File: src/core/osd_regs.vh
`ifndef OSD_REGS_VH
`define OSD_REGS_VH

// ----------------------------------------------------------------
// Register byte offsets (APB, one aligned word each)
// ----------------------------------------------------------------
`define OSD_ADDR_CTRL      12'h000
`define OSD_ADDR_STATUS    12'h004
`define OSD_ADDR_INT_STAT  12'h008
`define OSD_ADDR_INT_MASK  12'h00C

// ----------------------------------------------------------------
// Field positions
// ----------------------------------------------------------------
`define OSD_CTRL_EN        0
`define OSD_CTRL_INCH      1
`define OSD_ST_SIZE_LSB    0
`define OSD_ST_EMPTY       4
`define OSD_ST_LID         5
`define OSD_ST_SENS_LSB    6
`define OSD_INT_SIZE       0
`define OSD_INT_LID_ON     1
`define OSD_INT_LID_OFF    2

// ----------------------------------------------------------------
// Reset values
// ----------------------------------------------------------------
`define OSD_CTRL_RST       2'h0
`define OSD_MASK_RST       3'h0
`define OSD_SENS_RST       5'h1F

// ----------------------------------------------------------------
// Size codes reported in STATUS
// ----------------------------------------------------------------
`define OSD_SZ_NONE        4'h0
`define OSD_SZ_A3          4'h1
`define OSD_SZ_A4          4'h2
`define OSD_SZ_B4          4'h3
`define OSD_SZ_B5          4'h4
`define OSD_SZ_A4R         4'h5
`define OSD_SZ_A5          4'h6
`define OSD_SZ_B5R         4'h7
`define OSD_SZ_A5R         4'h8
`define OSD_SZ_LD          4'h9
`define OSD_SZ_LT          4'hA
`define OSD_SZ_LG          4'hB
`define OSD_SZ_LTR         4'hC
`define OSD_SZ_ST          4'hD
`define OSD_SZ_STR         4'hE

// ----------------------------------------------------------------
// Timing
// ----------------------------------------------------------------
`define OSD_PCLK_NS        25
`define OSD_EMIT_PERIOD_NS 130000
`define OSD_EMIT_HIGH_NS   8000

`endif

File: src/core/osd_sync.v
`timescale 1ns/10ps
// ----------------------------------------------------------------
// Two-flop synchroniser, one generate lane per bit
// ----------------------------------------------------------------
module osd_sync (
   input  wire       pclk,     // System clock
   input  wire       presetn,  // Async reset, active low
   input  wire [5:0] async_in, // Pin levels from outside
   output wire [5:0] sync_out  // Synchronised levels
);

   genvar i;
   generate
      for (i = 0; i < 6; i = i + 1) begin : g_lane
         reg meta_q;  // First stage, read only by second stage
         reg stab_q;  // Second stage, safe to use
         // Reset to the idle level: receiver dark, lid open
         always @(posedge pclk or negedge presetn) begin
            if (!presetn) begin
               meta_q <= 1'b0;
               stab_q <= 1'b0;
            end else begin
               meta_q <= async_in[i];
               stab_q <= meta_q;
            end
         end
         assign sync_out[i] = stab_q;
      end
   endgenerate

endmodule

File: src/core/osd_pulse.v
`timescale 1ns/10ps
// ----------------------------------------------------------------
// Emitter pulse timer: period and high time in pclk cycles
// ----------------------------------------------------------------
module osd_pulse #(
   parameter PERIOD_CYC = 5200, // Emitter period in cycles
   parameter HIGH_CYC   = 320   // Emitter high time in cycles
) (
   input  wire pclk,       // System clock
   input  wire presetn,    // Async reset, active low
   input  wire run,        // Timer runs while high
   output reg  emit_q,     // Emitter drive level
   output reg  on_end_q,   // Last cycle of emitter high time
   output reg  per_end_q   // Last cycle of the period
);

   localparam [15:0] LAST_P = PERIOD_CYC[15:0] - 16'h0001;
   localparam [15:0] LAST_H = HIGH_CYC[15:0] - 16'h0001;

   reg [15:0] cnt_q; // Position inside the period

   // ----------------------------------------------------------------
   // Free period counter; stopping it also darkens the emitter
   // ----------------------------------------------------------------
   always @(posedge pclk or negedge presetn) begin
      if (!presetn) begin
         cnt_q     <= 16'h0000;
         emit_q    <= 1'b0;
         on_end_q  <= 1'b0;
         per_end_q <= 1'b0;
      end else if (!run) begin
         cnt_q     <= 16'h0000;
         emit_q    <= 1'b0;
         on_end_q  <= 1'b0;
         per_end_q <= 1'b0;
      end else begin
         cnt_q     <= (cnt_q == LAST_P) ? 16'h0000 : cnt_q + 16'h0001;
         emit_q    <= (cnt_q < LAST_H) || (cnt_q == LAST_P);
         on_end_q  <= (cnt_q == LAST_H - 16'h0001);
         per_end_q <= (cnt_q == LAST_P - 16'h0001);
      end
   end

endmodule

File: src/core/osd_top.v
// The placing of the registers and the APB register port are this design's own decisions.
`timescale 1ns/10ps
`include "osd_regs.vh"
// Overview of operation
// Size from all sensor bits, 1 means empty; the inch table ignores p1
// Metric table over centre, right, p1, p2, p3
// Inch table over centre, right, p2, p3
// Lid off and match: report size, select
// Lid off, no match: keep last result
// All ones: report empty, no selection
// Lid off: watch and update on change
// Carriage stays at standby on ratio change
// Lid on: freeze last result, ignore sensors
// Emitter pulse 130 us period, 8 us high
// Original only on matching echo waveform
// Two-flop synchronise every sensor input
module osd_top #(
   parameter EMIT_PERIOD_CYC = `OSD_EMIT_PERIOD_NS / `OSD_PCLK_NS // Period in cycles
) (
   input  wire        pclk,               // APB clock, 40 MHz
   input  wire        presetn,            // Async reset, active low
   input  wire        psel,               // APB select
   input  wire        penable,            // APB access phase
   input  wire        pwrite,             // APB write
   input  wire [11:0] paddr,              // APB byte address
   input  wire [31:0] pwdata,             // APB write data
   output wire [31:0] prdata,             // APB read data
   output wire        pready,             // APB ready
   output wire        pslverr,            // APB error on unmapped address
   input  wire        size_sensor_centre, // Receiver, high while light seen
   input  wire        size_sensor_right,  // Receiver, high while light seen
   input  wire        size_sensor_p1,     // Receiver, high while light seen
   input  wire        size_sensor_p2,     // Receiver, high while light seen
   input  wire        size_sensor_p3,     // Receiver, high while light seen
   input  wire        lid_closed_sensor,  // High while cover is closed
   output wire [4:0]  emitter_drive,      // Infrared emitter drive, all sensors
   output wire [3:0]  size_code,          // Recognised size code
   output wire        glass_empty,        // High when no original
   output wire        select_strobe,      // Pulse: choose paper or ratio
   output wire        carriage_standby,   // Keep carriage 1 at standby
   output wire        irq                 // Level interrupt
);

   // ----------------------------------------------------------------
   // Timing constants
   // ----------------------------------------------------------------
   // High time is a longest figure, so the division rounds down
   localparam EMIT_HIGH_CYC = `OSD_EMIT_HIGH_NS / `OSD_PCLK_NS;

   // ----------------------------------------------------------------
   // Declarations
   // ----------------------------------------------------------------
   wire [5:0]  pins_s;       // Synchronised sensor and lid levels
   wire [4:0]  rx_s;         // Synchronised receivers, centre first
   wire        lid_s;        // Synchronised lid level
   wire        emit;         // Emitter level from the timer
   wire        on_end;       // Sample point for the lit echo
   wire        per_end;      // Sample point for the dark echo
   reg  [1:0]  ctrl_q;       // Enable and series select
   reg  [2:0]  mask_q;       // Interrupt mask
   reg  [2:0]  istat_q;      // Sticky interrupt status
   reg  [2:0]  istat_d;      // Next sticky status
   reg  [31:0] prdata_q;     // Registered read data
   reg         pslverr_q;    // Registered error answer
   reg  [4:0]  lit_q;        // Echo seen during emitter high time
   reg  [4:0]  sens_q;       // Per-point bit, 1 = no original
   reg         sens_vld_q;   // One full period has been judged
   reg  [3:0]  size_q;       // Reported size
   reg         empty_q;      // Reported empty glass
   reg         select_q;     // Selection pulse
   reg         lid_q;        // Lid level one cycle back
   reg  [3:0]  dec_size;     // Decoded size
   reg         dec_hit;      // Pattern is a table size
   reg         dec_empty;    // Pattern is all ones
   wire        setup_ph;     // APB setup cycle
   wire        access_ph;    // APB access cycle
   wire        wr_ctrl;      // Write to control
   wire        wr_mask;      // Write to mask
   wire        rd_istat;     // Read of interrupt status completes
   wire        judge;        // Lid open, block on, new bits ready
   wire        take;         // Accept the decoded result
   wire        ev_size;      // Event: reported result changes
   wire        ev_lid_on;    // Event: cover closed
   wire        ev_lid_off;   // Event: cover opened
   wire        mapped;       // Address hits a register

   // ----------------------------------------------------------------
   // Input synchronisers
   // ----------------------------------------------------------------
   // Sensor pins are unrelated to pclk; a raw edge could split the
   // pattern across the decoder and report a size never placed
   osd_sync u_sync (
      .pclk     (pclk),
      .presetn  (presetn),
      .async_in ({lid_closed_sensor, size_sensor_centre, size_sensor_right,
                  size_sensor_p1, size_sensor_p2, size_sensor_p3}),
      .sync_out (pins_s)
   );

   assign rx_s  = pins_s[4:0];
   assign lid_s = pins_s[5];

   // ----------------------------------------------------------------
   // Emitter timer
   // ----------------------------------------------------------------
   osd_pulse #(
      .PERIOD_CYC (EMIT_PERIOD_CYC),
      .HIGH_CYC   (EMIT_HIGH_CYC)
   ) u_pulse (
      .pclk      (pclk),
      .presetn   (presetn),
      .run       (ctrl_q[`OSD_CTRL_EN]),
      .emit_q    (emit),
      .on_end_q  (on_end),
      .per_end_q (per_end)
   );

   // Every emitter is driven by the same pulse train
   assign emitter_drive = {5{emit}};

   // ----------------------------------------------------------------
   // Echo match, one lane per detection point
   // ----------------------------------------------------------------
   // Light counts only when it is high under the pulse and gone in
   // the gap; ambient light is high in both and reads as empty
   genvar gi;
   generate
      for (gi = 0; gi < 5; gi = gi + 1) begin : g_echo
         always @(posedge pclk or negedge presetn) begin
            if (!presetn) begin
               lit_q[gi]  <= 1'b0;
               sens_q[gi] <= 1'b1;
            end else if (!ctrl_q[`OSD_CTRL_EN]) begin
               // Idle block sees no original
               lit_q[gi]  <= 1'b0;
               sens_q[gi] <= 1'b1;
            end else begin
               if (on_end) begin
                  lit_q[gi] <= rx_s[gi];
               end
               if (per_end) begin
                  sens_q[gi] <= ~(lit_q[gi] & ~rx_s[gi]);
               end
            end
         end
      end
   endgenerate

   // ----------------------------------------------------------------
   // Judge strobe, in the same cycle the refreshed bits first appear
   // ----------------------------------------------------------------
   always @(posedge pclk or negedge presetn) begin
      if (!presetn) begin
         sens_vld_q <= 1'b0;
      end else begin
         sens_vld_q <= per_end & ctrl_q[`OSD_CTRL_EN];
      end
   end

   // ----------------------------------------------------------------
   // Size decoder
   // ----------------------------------------------------------------
   // sens_q order: [4] centre, [3] right, [2] p1, [1] p2, [0] p3
   always @* begin
      dec_size  = `OSD_SZ_NONE;
      dec_hit   = 1'b0;
      dec_empty = 1'b0;
      if (!ctrl_q[`OSD_CTRL_INCH]) begin
         dec_hit = 1'b1;
         case (sens_q)
            5'h00: dec_size = `OSD_SZ_A3;   // 00000
            5'h08: dec_size = `OSD_SZ_A4;   // 01000
            5'h02: dec_size = `OSD_SZ_B4;   // 00010
            5'h1A: dec_size = `OSD_SZ_B5;   // 11010
            5'h06: dec_size = `OSD_SZ_A4R;  // 00110
            5'h1E: dec_size = `OSD_SZ_A5;   // 11110
            5'h07: dec_size = `OSD_SZ_B5R;  // 00111
            5'h0F: dec_size = `OSD_SZ_A5R;  // 01111
            5'h1F: begin
               // All points empty
               dec_hit   = 1'b0;
               dec_empty = 1'b1;
            end
            default: begin
               // Not in the table
               dec_hit = 1'b0;
            end
         endcase
      end else begin
         dec_hit = 1'b1;
         // Point p1 is not fitted on inch machines and is ignored
         case ({sens_q[4], sens_q[3], sens_q[1], sens_q[0]})
            4'h0: dec_size = `OSD_SZ_LD;   // 0000
            4'h4: dec_size = `OSD_SZ_LT;   // 0100
            4'h2: dec_size = `OSD_SZ_LG;   // 0010
            4'h6: dec_size = `OSD_SZ_LTR;  // 0110
            4'hE: dec_size = `OSD_SZ_ST;   // 1110
            4'h7: dec_size = `OSD_SZ_STR;  // 0111
            4'hF: begin
               // All points empty
               dec_hit   = 1'b0;
               dec_empty = 1'b1;
            end
            default: begin
               // Not in the table
               dec_hit = 1'b0;
            end
         endcase
      end
   end

   // ----------------------------------------------------------------
   // Result holder
   // ----------------------------------------------------------------
   // Closed lid blocks every update, so the last open-lid result stays
   assign judge = sens_vld_q & ~lid_s;
   // Unmatched patterns never load, so the old result is retained
   assign take  = judge & (dec_hit | dec_empty);
   assign ev_size = take & ((dec_size != size_q) | (dec_empty != empty_q));

   always @(posedge pclk or negedge presetn) begin
      if (!presetn) begin
         size_q   <= `OSD_SZ_NONE;
         empty_q  <= 1'b1;
         select_q <= 1'b0;
      end else begin
         select_q <= 1'b0;
         if (take) begin
            size_q  <= dec_size;
            empty_q <= dec_empty;
            // Only a new real size asks for paper or ratio selection
            if (ev_size & dec_hit) begin
               select_q <= 1'b1;
            end
         end
      end
   end

   assign size_code     = size_q;
   assign glass_empty   = empty_q;
   assign select_strobe = select_q;
   // Ratio changes never move the carriage; hold it while detecting
   assign carriage_standby = ctrl_q[`OSD_CTRL_EN];

   // ----------------------------------------------------------------
   // Lid edge detect for events
   // ----------------------------------------------------------------
   always @(posedge pclk or negedge presetn) begin
      if (!presetn) begin
         lid_q <= 1'b0;
      end else begin
         lid_q <= lid_s;
      end
   end

   assign ev_lid_on  = lid_s & ~lid_q;
   assign ev_lid_off = ~lid_s & lid_q;

   // ----------------------------------------------------------------
   // APB decode
   // ----------------------------------------------------------------
   // Zero wait states: every access completes in its first access cycle
   assign setup_ph  = psel & ~penable;
   assign access_ph = psel & penable;
   assign mapped    = (paddr == `OSD_ADDR_CTRL) | (paddr == `OSD_ADDR_STATUS) |
                      (paddr == `OSD_ADDR_INT_STAT) | (paddr == `OSD_ADDR_INT_MASK);
   assign wr_ctrl   = access_ph & pwrite & (paddr == `OSD_ADDR_CTRL);
   assign wr_mask   = access_ph & pwrite & (paddr == `OSD_ADDR_INT_MASK);
   assign rd_istat  = access_ph & ~pwrite & (paddr == `OSD_ADDR_INT_STAT);

   // ----------------------------------------------------------------
   // Writable registers
   // ----------------------------------------------------------------
   always @(posedge pclk or negedge presetn) begin
      if (!presetn) begin
         ctrl_q <= `OSD_CTRL_RST;
         mask_q <= `OSD_MASK_RST;
      end else begin
         if (wr_ctrl) begin
            ctrl_q <= pwdata[1:0];
         end
         if (wr_mask) begin
            mask_q <= pwdata[2:0];
         end
      end
   end

   // ----------------------------------------------------------------
   // Sticky status, cleared by read
   // ----------------------------------------------------------------
   // Only bits shown in the captured read data are cleared, and a new
   // event in the clearing cycle sets its bit again, so none is lost
   always @* begin
      istat_d = istat_q;
      if (rd_istat) begin
         istat_d = istat_q & ~prdata_q[2:0];
      end
      istat_d = istat_d | {ev_lid_off, ev_lid_on, ev_size};
   end

   always @(posedge pclk or negedge presetn) begin
      if (!presetn) begin
         istat_q <= 3'h0;
      end else begin
         istat_q <= istat_d;
      end
   end

   assign irq = |(istat_q & mask_q);

   // ----------------------------------------------------------------
   // Read data, captured in the setup cycle
   // ----------------------------------------------------------------
   always @(posedge pclk or negedge presetn) begin
      if (!presetn) begin
         prdata_q  <= 32'h00000000;
         pslverr_q <= 1'b0;
      end else if (setup_ph) begin
         pslverr_q <= ~mapped;
         prdata_q  <= 32'h00000000;
         if (!pwrite) begin
            case (paddr)
               `OSD_ADDR_CTRL: begin
                  prdata_q[1:0] <= ctrl_q;
               end
               `OSD_ADDR_STATUS: begin
                  prdata_q[3:0]  <= size_q;
                  prdata_q[`OSD_ST_EMPTY] <= empty_q;
                  prdata_q[`OSD_ST_LID]   <= lid_s;
                  prdata_q[10:6] <= sens_q;
               end
               `OSD_ADDR_INT_STAT: begin
                  prdata_q[2:0] <= istat_q;
               end
               `OSD_ADDR_INT_MASK: begin
                  prdata_q[2:0] <= mask_q;
               end
               default: begin
                  // Unmapped reads return zero
                  prdata_q <= 32'h00000000;
               end
            endcase
         end
      end
   end

   assign prdata  = prdata_q;
   assign pready  = 1'b1;
   assign pslverr = pslverr_q & access_ph;

endmodule

File: config.mk
export PLATFORM = sky130hd
export DESIGN_NAME = osd_top
export DESIGN_NICKNAME = d
export VERILOG_FILES = /design/src/core/osd_sync.v /design/src/core/osd_pulse.v /design/src/core/osd_top.v
export VERILOG_INCLUDE_DIRS = /design/src /design/src/core
export SDC_FILE = /design/constraint.sdc
export NUM_CORES = 1
export LEC_CHECK = 0
export BUFFER_PORTS_ARGS = -buffer_cell sky130_fd_sc_hd__buf_2
export CORE_MARGIN = 5
export CORE_UTILIZATION = 52
export CTS_BUF_LIST = sky130_fd_sc_hd__clkbuf_4 sky130_fd_sc_hd__clkbuf_8 sky130_fd_sc_hd__clkbuf_16
export CTS_CLUSTER_SIZE = 14
export DETAILED_ROUTE_END_ITERATION = 12
export PLACE_DENSITY_LB_ADDON = 0.1
export SYNTH_ARGS = -nofsm -noshare
export SYNTH_HDL_FRONTEND = slang
export SYNTH_SLANG_ARGS = --single-unit
File: constraint.sdc
create_clock -name pclk -period 3.1 [get_ports pclk]
set_clock_uncertainty 0.2 [all_clocks]
set_input_delay 0.31 -clock pclk [delete_from_list [all_inputs] [get_ports pclk]]
set_output_delay 0.31 -clock pclk [all_outputs]
set_load 0.01 [all_outputs]
==> key figures <==
Yosys
  – Synth top area cells: dfrtp_1, buf_4, dfstp_2, nor2_1, nand2_1
  – Synth Cell Area: 3460 µm²
  – Sequential element share of the synthesized area: 0.501
  – Number of synthesized flops with an enable pin: 0
  – Post-synth top area share: 0.456
  – Avg Cell Area, Syn: 10.8 µm²
  – Largest area contributor in the netlist: dfrtp_1
  – Main synth FF type: dfrtp_1
  – Ys async rst share: 1.00
  – Synthesized instance count: 319
  – Seq cells post-synth: 69
  – Ys Warns: 0
  – Synth cell types: 58

Clock tree
  – Worst-path clk slew: 0.07 ns
  – Clock Latency Late Sink: 0.35 ns
  – Post-CTS Setup Bufs: 0
  – Total clock sinks: 69
  – CTS max path bufs: 2
  – H-Tree Depth: 3
  – Hold_buf cts: 9
  – Num CTS Buffers: 9
  – Root Buffer: clkbuf_8
  – PostCTS Resize Cnt: 0
  – CTS tree: done

Global routing
  – First-pass GRT wire length: 11700 µm
  – Antenna violations before repair: 0
  – Largest net degree at the start of global routing: 32
  – Number of global-route vias before repair: 2405
  – Grt ovf: 0
  – GRT Util Overall: 0.174

Timing
  – FMAX: 418 MHz
  – RSZ-0062 raised after global routing: no
  – Endpoints failing setup: 0
  – Setup Total Neg Slack: 0 ns
  – Final min period: 2.39 ns
  – Headroom to the max-slew limit: 0.555
  – Final Max Tran Viols: 0
  – Least-Margin Pin Slew: 0.667 ns
  – Hold Fails Final Rpt: 0
  – Period utilisation layout: 0.771
  – WHS: 0.0209 ns

Layout
  – Layout Utilization: 0.606
  – Layout cell share with drive strength beyond 1: 0.266
  – Fin nets: 428
  – Fillers: 547
  – Antenna Cells: 0
  – Layout area overhead: 12.4%

Power and ir drop
  – Internal power: 1.30 mW
  – Switching Fraction: 0.236
  – Final total power: 1.71 mW
  – Combinational group share of total power: 0.044
  – Clock power share: 0.420
  – Leak Pwr: 1.85 nW
  – Power per cell area: 439 nW/µm²
  – VDD IR max: 0.295 mV
  – Net switching power: 0.404 mW
  – Sequential power share: 0.536

Detailed routing
  – Post-route ant nets: 0
  – Final wirelength: 6620 µm
  – Post-DR vias/cell: 5.24
  – Starting DRT DRC Count: 88
  – Detailed Routing Iterations Pass 1: 4
  – WL/cell: 14.6 µm
  – Vias: 2372
  – Post-route DRC: 0

Hold path
  – Hold Path Class: primary input to flop

Die
  – Die extent in y: 91.6 µm
  – I/O pin count: 102
  – Starting Density: 0.539
  – Num rows: 29
  – DIE WIDTH: 91.6 µm
  – Placeable Area: 6420 µm²
  – Die footprint: 8390 µm²

Job
  – Maxcap violations: 0

Worst setup path
  – Critical path peak fanout: 13
  – Setup crit end kind: flop
  – Critical path launch point type: flop
  – Crit-path leading delay family: compound AO/OA/AOI/OAI gates
  – FF-to-FF setup slack: 0.71 ns
  – CP cell instances: or2_1 -> nor2_1 -> a211oi_2 -> nor2_1 -> o311ai_4 -> mux2_4
  – WP data required: 3.14 ns
  – CP dominant cell by count: nor2_1
  – WP buf/inv: 0
  – Crit path kind: flop to flop
  – Crit path DAT: 2.43 ns
  – CP max stage delay: 0.69 ns
  – CP max stage cell: dfstp_2

Placement
  – I/O Buffers: 50
  – Gpl congestion: 0.809
  – Dpl hpwl: 4660 µm

Outcome
  – Status: finished clean
-- sequential cells by signal, summed over array words and instances, names as in the netlist, 2 cells and up --
name,cells
ctrl_q,2
istat_q,3
lit_q,5
mask_q,3
prdata,11
sens_q,5
size_code,4
u_pulse.cnt_q,16
u_sync.g_lane.meta_q,6
u_sync.g_lane.stab_q,6
-- path summary, 6_finish.rpt --
| path | from | to | cells past startpoint |
|---|---|---|---|
| max | sens_q[0]$_DFFE_PN1P_ | size_code[2]$_DFFE_PN0P_ | 6 |
| min reg2reg | u_sync.g_lane[0].meta_q$_DFF_PN0_ | u_sync.g_lane[0].stab_q$_DFF_PN0_ | 0 |
| max reg2reg | sens_q[0]$_DFFE_PN1P_ | size_code[2]$_DFFE_PN0P_ | 6 |
| min | pwdata[0] | mask_q[0]$_DFFE_PN0P_ | 2 |
| max in group asynchronous | presetn | istat_q[2]$_DFF_PN0_ | 3 |
| min in group asynchronous | presetn | lit_q[0]$_DFFE_PN0P_ | 2 |
-- worst reg2reg max path: cells and delay by family (launching register included) --
| kind | cells | cell delay (ns) |
|---|---|---|
| simple gates | 3 | 0.35 |
| mux | 1 | 0.35 |
| compound gates | 2 | 0.70 |
| flops | 1 | 0.69 |
-- per-stage QoR --
stage	worst slack, ns	cells	cell area [µm²]
floorplan	0.905	339	3540
global placement	0.708	428	3610
detailed placement	0.718	428	3610
CTS	0.685	453	3890
global route	0.554	453	3890
finish	0.709	453	3890
-- layout make-up --
type	instances	area, µm²	share of cell area
sequential	69	1730	0.446
multi-input combinational	219	1470	0.378
timing repair buffer	61	355	0.0913
clock buffer	9	124	0.0318
tap	77	96.3	0.0248
clock inverter	7	66.3	0.0170
inverter	11	43.8	0.0113
-- per-layer routing --
metal | GRT usage | share of wire | vias to the layer above
met4 | 0.0829 | 0.019 | 0
li1 | - | - | 1147
met3 | 0.0331 | 0.038 | 12
met5 | 0 | 0 | -
met2 | 0.267 | 0.48 | 46
met1 | 0.238 | 0.46 | 1167
-- layout by cell type (no fill, tap or decap), types with 4 or more instances in the layout --
cell type / Yosys / routed
nand4_1: 4 / 4
dlygate4sd3_1: 0 / 9
clkbuf_8: 0 / 9
nand2_1: 28 / 28
conb_1: 2 / 22
xor2_1: 10 / 10
nor2b_1: 7 / 7
mux2i_1: 9 / 9
mux2_2: 4 / 4
clkinv_2: 0 / 4
nor4_1: 4 / 4
a21oi_1: 4 / 4
xnor2_1: 8 / 8
buf_2: 1 / 50
dfstp_2: 6 / 6
and3_1: 5 / 5
nand3b_1: 6 / 6
nand3_1: 10 / 10
dfrtp_1: 63 / 63
o21ai_0: 10 / 10
inv_1: 10 / 10
nor2_1: 34 / 34
a22o_1: 9 / 9
-- cell usage after synthesis, drive strengths merged (4+ instances only) --
cell,n
a22o,9
clkbuf,6
nand4,4
dfstp,6
o21ai,14
nand3b,7
nand2,28
nand3,10
and3,5
buf,34
inv,11
xnor2,8
a21oi,4
dfrtp,63
nor3,5
nor2b,7
nor2,34
xor2,10
mux2,6
nor4,5
mux2i,9
-- kinds of logic (layout without fill, tap and decap cells) --
kind of cell | after synthesis | count (layout) | synth area share
xor gates and xnor gates | 18 | 18 | 0.0456
and+or+nand+nor | 117 | 117 | 0.180
DFF | 69 | 69 | 0.501
muxes | 17 | 17 | 0.0607
other | 2 | 22 | 0.00217
AOI/OAI and AO/OA | 42 | 42 | 0.105
buffers and inverters | 51 | 88 | 0.0954
adders and majority gates | 3 | 3 | 0.0105
-- power by group through the flow --
stage | combinational (mW) | clock [mW] | sequential, mW
floorplan | 0.0480 | 0 | 0.931
global placement | 0.0675 | 0 | 0.932
detailed placement | 0.0686 | 0 | 0.932
CTS | 0.0772 | 0.741 | 0.915
global route | 0.0877 | 0.777 | 0.916
finish | 0.0758 | 0.717 | 0.915
(Power assumes the default switching activity.)
